### src/common/rgs_defines.svh
// Timing constants for the remote gauge switch control block
`ifndef RGS_DEFINES_SVH
`define RGS_DEFINES_SVH
`define RGS_CLK_MHZ 250
`define RGS_DEBOUNCE_MS 50
`define RGS_DEBOUNCE_CYC (`RGS_DEBOUNCE_MS * 1000 * `RGS_CLK_MHZ)
`define RGS_HOLDOFF_S 5
`define RGS_HOLDOFF_CYC (`RGS_HOLDOFF_S * 1000000 * `RGS_CLK_MHZ)
`endif

### src/common/rgs_pkg.sv
// Types shared by the remote gauge switch control block
package rgs_pkg;
  typedef struct packed {
    logic fil_first;
    logic degas_first;
    logic fil_second;
    logic degas_second;
  } rgs_req_t;
  typedef enum logic [1:0] {
    RGS_IDLE = 2'b00,
    RGS_LOW_WAIT = 2'b01,
    RGS_LOW = 2'b10
  } rgs_db_st_t;
endpackage : rgs_pkg

### src/hw/rgs_debounce.sv
// Synchroniser and debouncer for one active-low remote input
`timescale 1ns/1ps
`include "rgs_defines.svh"
module rgs_debounce #(
  parameter int unsigned DEB_CYC = `RGS_DEBOUNCE_CYC
) (
  input wire logic clk,
  input wire logic rst_n,
  input wire logic pin_n,
  output logic level_q,
  output logic fall_q
);
  logic [2:0] sync_q;
  logic [31:0] cnt_q;
  wire stable = (sync_q[2] == sync_q[1]);
  wire differs = stable && (sync_q[2] != level_q);
  wire expired = differs && (cnt_q >= DEB_CYC);
  always_ff @(posedge clk or negedge rst_n) begin
    if (!rst_n) begin
      sync_q <= 3'h7;
      cnt_q <= 32'h0;
      level_q <= 1'b1;
      fall_q <= 1'b0;
    end else begin
      sync_q <= {sync_q[1:0], pin_n};
      cnt_q <= differs && !expired ? cnt_q + 32'h1 : 32'h0;
      if (expired) begin
        level_q <= sync_q[2];
      end
      fall_q <= expired && !sync_q[2];
    end
  end
endmodule : rgs_debounce

### src/hw/rgs_top.sv
// Remote filament and degas switch control for two ionization gauges
`timescale 1ns/1ps
`include "rgs_defines.svh"
module rgs_top #(
  parameter int unsigned DEB_CYC = `RGS_DEBOUNCE_CYC,
  parameter int unsigned HOLD_CYC = `RGS_HOLDOFF_CYC
) (
  input wire logic CLK,
  input wire logic RESET_N,
  input wire logic FIL_FIRST_N,
  input wire logic DEGAS_FIRST_N,
  input wire logic FIL_SECOND_N,
  input wire logic DEGAS_SECOND_N,
  input wire logic [1:0] PRESS_BELOW_LIMIT,
  input wire logic SINGLE_ELECTROMETER_UNIT,
  output logic [1:0] FIL_ON,
  output logic [1:0] DEGAS_ON,
  output logic [1:0] STATUS_RELAY
);
  logic [1:0] rst_sync_q;
  wire rst_n = rst_sync_q[1];
  always_ff @(posedge CLK or negedge RESET_N) begin
    if (!RESET_N) begin
      rst_sync_q <= 2'h0;
    end else begin
      rst_sync_q <= {rst_sync_q[0], 1'b1};
    end
  end

  rgs_pkg::rgs_req_t pins_n, lvl, fall;
  assign pins_n = '{FIL_FIRST_N, DEGAS_FIRST_N, FIL_SECOND_N, DEGAS_SECOND_N};

  // One debouncer per input; level re-arms only after a debounced high
  for (genvar i = 0; i < 4; i++) begin : g_in
    rgs_debounce #(.DEB_CYC(DEB_CYC)) u_db (
      .clk(CLK),
      .rst_n(rst_n),
      .pin_n(pins_n[i]),
      .level_q(lvl[i]),
      .fall_q(fall[i])
    );
  end

  logic [1:0] fil_q, degas_q, ready_q;
  logic [31:0] hold_q [2];
  wire [1:0] fil_fall = {fall.fil_second, fall.fil_first};
  wire [1:0] dg_fall = {fall.degas_second, fall.degas_first};

  // Comparator and strap are asynchronous: three flops, take a value once the last two agree
  logic [1:0] prs_s1_q, prs_s2_q, prs_s3_q, press_ok_q;
  logic [2:0] single_s_q;
  logic single_q;
  always_ff @(posedge CLK or negedge rst_n) begin
    if (!rst_n) begin
      prs_s1_q <= 2'h0;
      prs_s2_q <= 2'h0;
      prs_s3_q <= 2'h0;
      press_ok_q <= 2'h0;
      single_s_q <= 3'h7;
      single_q <= 1'b1;
    end else begin
      prs_s1_q <= PRESS_BELOW_LIMIT;
      prs_s2_q <= prs_s1_q;
      prs_s3_q <= prs_s2_q;
      // Bits that disagree keep their old value
      press_ok_q <= (prs_s2_q & prs_s3_q) | (press_ok_q & (prs_s2_q | prs_s3_q));
      single_s_q <= {single_s_q[1:0], SINGLE_ELECTROMETER_UNIT};
      if (single_s_q[2] == single_s_q[1]) begin
        single_q <= single_s_q[2];
      end
    end
  end

  // Filament on only if the other gauge is off on a single-electrometer unit
  wire [1:0] fil_ok = single_q ? {~fil_q[0], ~fil_q[1]} : 2'h3;
  // Degas validity sampled only at the edge itself
  wire [1:0] dg_ok = fil_q & ready_q & press_ok_q & {~degas_q[0], ~degas_q[1]};
  wire [1:0] fil_tgl = fil_fall & (fil_q | fil_ok);
  // Two starts in one cycle on a single unit: first gauge wins
  wire [1:0] fil_start = fil_tgl & ~fil_q & {~(single_q & fil_tgl[0] & ~fil_q[0]), 1'b1};
  wire [1:0] fil_nxt = (fil_q & ~fil_tgl) | fil_start;
  wire [1:0] dg_tgl = dg_fall & (degas_q | dg_ok);
  // Guard both degas starting together; first gauge wins
  wire [1:0] dg_start = dg_tgl & ~degas_q & {~(dg_tgl[0] & ~degas_q[0]), 1'b1};
  wire [1:0] dg_nxt = ((degas_q & ~dg_tgl) | dg_start) & fil_nxt;

  for (genvar g = 0; g < 2; g++) begin : g_gauge
    always_ff @(posedge CLK or negedge rst_n) begin
      if (!rst_n) begin
        hold_q[g] <= 32'h0;
        ready_q[g] <= 1'b0;
      end else if (!fil_nxt[g]) begin
        hold_q[g] <= 32'h0;
        ready_q[g] <= 1'b0;
      end else if (!ready_q[g]) begin
        hold_q[g] <= hold_q[g] + 32'h1;
        ready_q[g] <= (hold_q[g] + 32'h1 >= HOLD_CYC);
      end
    end
  end

  always_ff @(posedge CLK or negedge rst_n) begin
    if (!rst_n) begin
      fil_q <= 2'h0;
      degas_q <= 2'h0;
      FIL_ON <= 2'h0;
      DEGAS_ON <= 2'h0;
      STATUS_RELAY <= 2'h0;
    end else begin
      fil_q <= fil_nxt;
      degas_q <= dg_nxt;
      FIL_ON <= fil_nxt;
      DEGAS_ON <= dg_nxt;
      STATUS_RELAY <= fil_nxt;
    end
  end

  property p_relay;
    @(posedge CLK) disable iff (!rst_n) STATUS_RELAY == fil_q;
  endproperty
  a_relay: assert property (p_relay) else $error("relay differs from filament");
  property p_no_dual_degas;
    @(posedge CLK) disable iff (!rst_n) !(degas_q[0] && degas_q[1]);
  endproperty
  a_no_dual_degas: assert property (p_no_dual_degas) else $error("both gauges degas");
  property p_degas_needs_fil;
    @(posedge CLK) disable iff (!rst_n) degas_q[0] |-> fil_q[0];
  endproperty
  a_degas_needs_fil: assert property (p_degas_needs_fil) else $error("degas without filament");
  property p_degas_holdoff;
    @(posedge CLK) disable iff (!rst_n) $rose(degas_q[1]) |-> $past(ready_q[1] && press_ok_q[1]);
  endproperty
  a_degas_holdoff: assert property (p_degas_holdoff) else $error("degas began invalid");
  property p_single;
    @(posedge CLK) disable iff (!rst_n) single_q && fil_q[0] && !fil_q[1] |=> !fil_q[1];
  endproperty
  a_single: assert property (p_single) else $error("second gauge on with first");
  property p_toggle_cause;
    @(posedge CLK) disable iff (!rst_n) $changed(fil_q[0]) |-> $past(fall.fil_first);
  endproperty
  a_toggle_cause: assert property (p_toggle_cause) else $error("filament changed without edge");
  property p_fil_toggle;
    @(posedge CLK) disable iff (!rst_n) fall.fil_first && fil_q[0] |=> !fil_q[0];
  endproperty
  a_fil_toggle: assert property (p_fil_toggle) else $error("filament off request lost");
  property p_degas_off;
    @(posedge CLK) disable iff (!rst_n) fall.degas_first && degas_q[0] |=> !degas_q[0] && !DEGAS_ON[0];
  endproperty
  a_degas_off: assert property (p_degas_off) else $error("degas not removed");

  // Checks above repeated for the other gauge; outputs track state
  property p_outputs_match;
    @(posedge CLK) disable iff (!rst_n) FIL_ON == fil_q && DEGAS_ON == degas_q;
  endproperty
  a_outputs_match: assert property (p_outputs_match) else $error("outputs differ from state");
  property p_degas_needs_fil_second;
    @(posedge CLK) disable iff (!rst_n) degas_q[1] |-> fil_q[1];
  endproperty
  a_degas_needs_fil_second: assert property (p_degas_needs_fil_second) else $error("degas without filament");
  property p_degas_holdoff_first;
    @(posedge CLK) disable iff (!rst_n) $rose(degas_q[0]) |-> $past(ready_q[0]);
  endproperty
  a_degas_holdoff_first: assert property (p_degas_holdoff_first) else $error("degas began in hold-off");
  property p_degas_press;
    @(posedge CLK) disable iff (!rst_n) $rose(degas_q[0]) |-> $past(press_ok_q[0] && fil_q[0]);
  endproperty
  a_degas_press: assert property (p_degas_press) else $error("degas began above limit");
  property p_single_second;
    @(posedge CLK) disable iff (!rst_n) single_q && fil_q[1] && !fil_q[0] |=> !fil_q[0];
  endproperty
  a_single_second: assert property (p_single_second) else $error("first gauge on with second");
  property p_toggle_cause_second;
    @(posedge CLK) disable iff (!rst_n) $changed(fil_q[1]) |-> $past(fall.fil_second);
  endproperty
  a_toggle_cause_second: assert property (p_toggle_cause_second) else $error("filament changed without edge");
  property p_fil_toggle_second;
    @(posedge CLK) disable iff (!rst_n) fall.fil_second && fil_q[1] |=> !fil_q[1];
  endproperty
  a_fil_toggle_second: assert property (p_fil_toggle_second) else $error("filament off request lost");
  property p_degas_off_second;
    @(posedge CLK) disable iff (!rst_n) fall.degas_second && degas_q[1] |=> !degas_q[1] && !DEGAS_ON[1];
  endproperty
  a_degas_off_second: assert property (p_degas_off_second) else $error("degas not removed");

  // Degas only starts from its own edge, never later
  property p_degas_cause;
    @(posedge CLK) disable iff (!rst_n) $rose(degas_q[0]) |-> $past(fall.degas_first);
  endproperty
  a_degas_cause: assert property (p_degas_cause) else $error("degas began without edge");
  property p_degas_cause_second;
    @(posedge CLK) disable iff (!rst_n) $rose(degas_q[1]) |-> $past(fall.degas_second);
  endproperty
  a_degas_cause_second: assert property (p_degas_cause_second) else $error("degas began without edge");
  property p_fil_off_ends_degas;
    @(posedge CLK) disable iff (!rst_n) $fell(fil_q[0]) |-> !degas_q[0];
  endproperty
  a_fil_off_ends_degas: assert property (p_fil_off_ends_degas) else $error("degas outlived filament");
  property p_holdoff_restart;
    @(posedge CLK) disable iff (!rst_n) !fil_q[0] |-> !ready_q[0];
  endproperty
  a_holdoff_restart: assert property (p_holdoff_restart) else $error("hold-off not restarted");
  property p_ready_needs_fil;
    @(posedge CLK) disable iff (!rst_n) ready_q[1] |-> fil_q[1];
  endproperty
  a_ready_needs_fil: assert property (p_ready_needs_fil) else $error("hold-off done while off");

  // A fall pulse lasts one cycle, so one low level acts once
  property p_fall_pulse;
    @(posedge CLK) disable iff (!rst_n) fall.fil_first |=> !fall.fil_first;
  endproperty
  a_fall_pulse: assert property (p_fall_pulse) else $error("request acted twice");
  property p_fall_pulse_degas;
    @(posedge CLK) disable iff (!rst_n) fall.degas_second |=> !fall.degas_second;
  endproperty
  a_fall_pulse_degas: assert property (p_fall_pulse_degas) else $error("request acted twice");
endmodule : rgs_top

### config.mk
export PLATFORM = sky130hd
export DESIGN_NAME = rgs_top
export DESIGN_NICKNAME = d
export VERILOG_FILES = /design/src/common/rgs_pkg.sv /design/src/hw/rgs_debounce.sv /design/src/hw/rgs_top.sv
export VERILOG_INCLUDE_DIRS = /design/src /design/src/common
export SDC_FILE = /design/constraint.sdc
export NUM_CORES = 1
export LEC_CHECK = 0
export BUFFER_PORTS_ARGS = -buffer_cell sky130_fd_sc_hd__buf_2
export CAP_MARGIN = 20
export CORE_MARGIN = 2
export CORE_UTILIZATION = 38
export CTS_BUF_LIST = sky130_fd_sc_hd__clkbuf_8
export DETAILED_ROUTE_END_ITERATION = 8
export PLACE_DENSITY = 0.59
export SLEW_MARGIN = 20
export SYNTH_ARGS = -nofsm -noshare
export SYNTH_HDL_FRONTEND = slang
export SYNTH_SLANG_ARGS = --single-unit
### constraint.sdc
create_clock -name CLK -period 6.42 [get_ports CLK]
set_input_delay 1.926 -clock CLK [delete_from_list [all_inputs] [get_ports CLK]]
set_output_delay 1.926 -clock CLK [all_outputs]
set_load 0.01 [all_outputs]
==> results.ini <==
[setup_path]
arrival_ns = 1.17
path_delay_family = flip-flops
path_max_fanout = 5
path_class = reg -> out
cpMaxStageDelayCell = dfrtp_1
path_cells = buf_2
endpoint = FIL_ON[0]
ff2ff_path_depth = 7
worst-r2r-setup-slack_ns = 3.64
r2r_end = ready_q[0]
crit_path_start = fil_q[0]
cp.buffers_inverters = 1
crit_path_start_kind = flip-flop
worstPathRequired_ns = 4.49
worstReg2RegStart = hold_q[44]
endpoint_kind = output pin
cp.depth = 1
cpPeakStageDelay_ns = 0.44

[place]
dp.cells = 1497
hpwlAfterDp_um = 12500
gp_congestion = 0.791
port_buffers = 14

[power_and_ir_drop]
ir_drop_mv = 0.146
clkPwrFrac_pct = 42.0
combPwrFrac_pct = 6.8
p_seq_share_pct = 51.1
p_per_area_nw_per_um2 = 251
power_switching_uw = 786
p_leak_nw = 5.04
switching_share_pct = 25.3
cell_internal_pwr_mw = 2.32

[synthesis]
avgSynthCellArea_um2 = 9.99
ys_ff_latch = 232
synth_area_um2 = 11100
synth-edff-count = 0
synth.distinct_cells = 69
yosysWarningCount = 0
ys_seq_area_share_pct = 52.8
ys_async_sr_fraction_pct = 100
synth_flop_cell = dfrtp_1
synth_cells = 1106

[finish]
diodes = 0
utilization_pct = 43.2
nets = 1177
drive_above_1_share_pct = 10.7
syn_to_final_growth_pct = 12.2
layoutNonFillerInstCount = 1572

[die]
die_h_um = 175
die_x_um = 175
ios = 15
start_util_pct = 38.5
design.core.area_um2 = 28700
num_rows = 62
die_area_um2 = 30500

[clocking]
clock-sinks = 232
insertion_delay_ns = 0.53
cts_hold_buf = 0
post_cts_resized = 0
clk_pin_slew_ns = 0.06
cts_buffer_depth = 3
root_buffer = clkbuf_8
cts_tree = done
postCtsSetupBuffers = 0
htree_levels = 2
numCtsBuffers = 39

[timing]
slew_violations = 0
hold_violations = 0
fmax_mhz = 323
setup_viol = 0
fin_crit_sh_pct = 48.3
rsz0062_at_grt = no
fin_skew_ns = 0.0153
tightest_slew_ns = 1.01
tns_ns = 0
fin_crit_ns = 3.10
slew_headroom_pct = 32.2

[global_routing]
grt_pass1_vias = 7396
grt_max_degree = 83
grt_util_all_layers_pct = 13.3
antenna_found_initial = 0
grt_overflow = 0
grt_pass1_wl_um = 34600

[route]
drtPass1Iterations = 4
vias = 7612
ant_nets = 0
wl_per_cell_um = 12.5
remaining_drc_errors = 0
drt_iter0_markers = 413
routed_wl_um = 19600
via_per_inst = 4.84

[outcome]
outcome = completed

[flow_run]
cap_viol_max_count = 0

[min_path]
hold_class = reg -> async

==> layer usage <==
| metal | vias to the layer above | wire [µm] | GRT usage, % |
|---|---|---|---|
| met3 | 39 | 720 | 2.91 |
| met4 | 0 | 412 | 4.27 |
| met5 | - | 0 | 0 |
| met2 | 84 | 8450 | 20.5 |
| li1 | 3849 | - | - |
| met1 | 3640 | 10000 | 18.8 |
==> state kept, by name, summed over array words and instances, names as in the netlist, 3 cells and up <==
| signal | count |
|---|---|
| g_in.u_db.fall_q | 4 |
| hold_q | 64 |
| g_in.u_db.level_q | 4 |
| single_s_q | 3 |
| g_in.u_db.sync_q | 12 |
| g_in.u_db.cnt_q | 128 |
==> how the worst min path moves through the flow <==
stage / start / endpoint / slack, ns / cells after the start
after global routing: g_in[1].u_db.sync_q[0] / g_in[1].u_db.sync_q[1] / 0.36 / 0
after global placement: rst_sync_q[0] / rst_sync_q[1] / 0.34 / 0
after CTS: g_in[0].u_db.sync_q[0] / g_in[0].u_db.sync_q[1] / 0.35 / 0
after floorplan: rst_sync_q[0] / rst_sync_q[1] / 0.33 / 0
after detailed placement: rst_sync_q[0] / rst_sync_q[1] / 0.35 / 0
final: rst_sync_q[1] / g_in[0].u_db.cnt_q[12] / 0.35 / 0
==> placed cells by master, fill, tap and decap left out, drive strengths merged, types with 5 or more instances in the layout <==
cell,instances
nor2,220
dfrtp,212
xnor2,83
xor2,71
nand3,62
nand2,61
inv,53
clkbuf,45
nand4,40
conb,33
nor3,29
and3,23
a21oi,23
nor4,22
buf,21
dfstp,20
o21ai,20
a31oi,13
nor2b,11
ha,11
and4,10
or3,9
nand4b,9
clkinv,7
mux2,6
and2,5
a211oi,5
nand2b,5
o31ai,5
==> worst reg2reg max path, cell delays in order (launching register included) <==
cell      delay [ns]
dfrtp_1         0.48
nand4_2         0.25
nor4_2          0.91
and2_1          0.39
nand3_1         0.13
xnor2_1         0.14
o21ai_0         0.22
o211ai_1        0.13
==> cells in the mapped netlist, drive strengths merged, types with 5 or more instances <==
cell      n  area share [%]
or3       9            0.51
ha       11             1.2
a211oi    5            0.34
nor2    220             7.5
inv      36             1.2
nor4     22             1.8
o21ai    20            0.91
nor3     29             1.5
a31oi    13            0.74
and4     10            0.79
and3     23             1.3
dfrtp   212              48
nand4b    9            0.71
a21oi    23             1.0
dfstp    20             4.8
nand2    61             2.1
buf      16            0.84
nand2b    5            0.28
nor2b    11            0.62
xor2     71             5.6
xnor2    83             6.6
and2      5            0.28
nand4    40             2.6
mux2      6            0.61
nand3    62             2.8
o31ai     5            0.34
clkbuf   26            0.89
==> cell families (layout without fill, tap and decap cells) <==
family	after synthesis	in the layout	share of synthesized area, %
muxes	9	9	0.883
xor gates and xnor gates	154	154	12.2
AOI/OAI and AO/OA	91	91	5.30
buffers and inverters	78	129	2.95
adders and majority gates	14	14	1.52
other	2	33	0.0679
DFF	232	232	52.8
and+or+nand+nor	526	526	24.3
==> power groups by stage <==
| stage | registers (mW) | logic, mW | clock network, mW |
|---|---|---|---|
| 2_1_floorplan | 1.61 | 0.149 | 0 |
| 3_5_place_dp | 1.62 | 0.221 | 0 |
| 5_1_grt | 1.60 | 0.243 | 1.44 |
| 3_3_place_gp | 1.61 | 0.218 | 0 |
| 6_report | 1.59 | 0.213 | 1.31 |
| 4_1_cts | 1.59 | 0.221 | 1.37 |
==> area by class of cell <==
class,count,area [µm²]
inverter,36,135
timing repair buffer,21,141
fill,2787,16300
multi-input combinational,827,5020
sequential,232,5830
clock buffer,45,619
tap,384,480
clock inverter,27,171
==> stage by stage <==
stage / hold slack (ns) / cell area, µm² / setup slack, ns / power, mW
floorplan: 0.331 / 11200 / 2.63 / 1.76
global placement: 0.338 / 11600 / 3.72 / 1.83
detailed placement: 0.347 / 11600 / 3.69 / 1.84
CTS: 0.355 / 12400 / 3.26 / 3.18
global route: 0.360 / 12400 / 3.23 / 3.28
finish: 0.353 / 12400 / 3.32 / 3.11
Note: power is estimated with default switching activity, not from simulation.
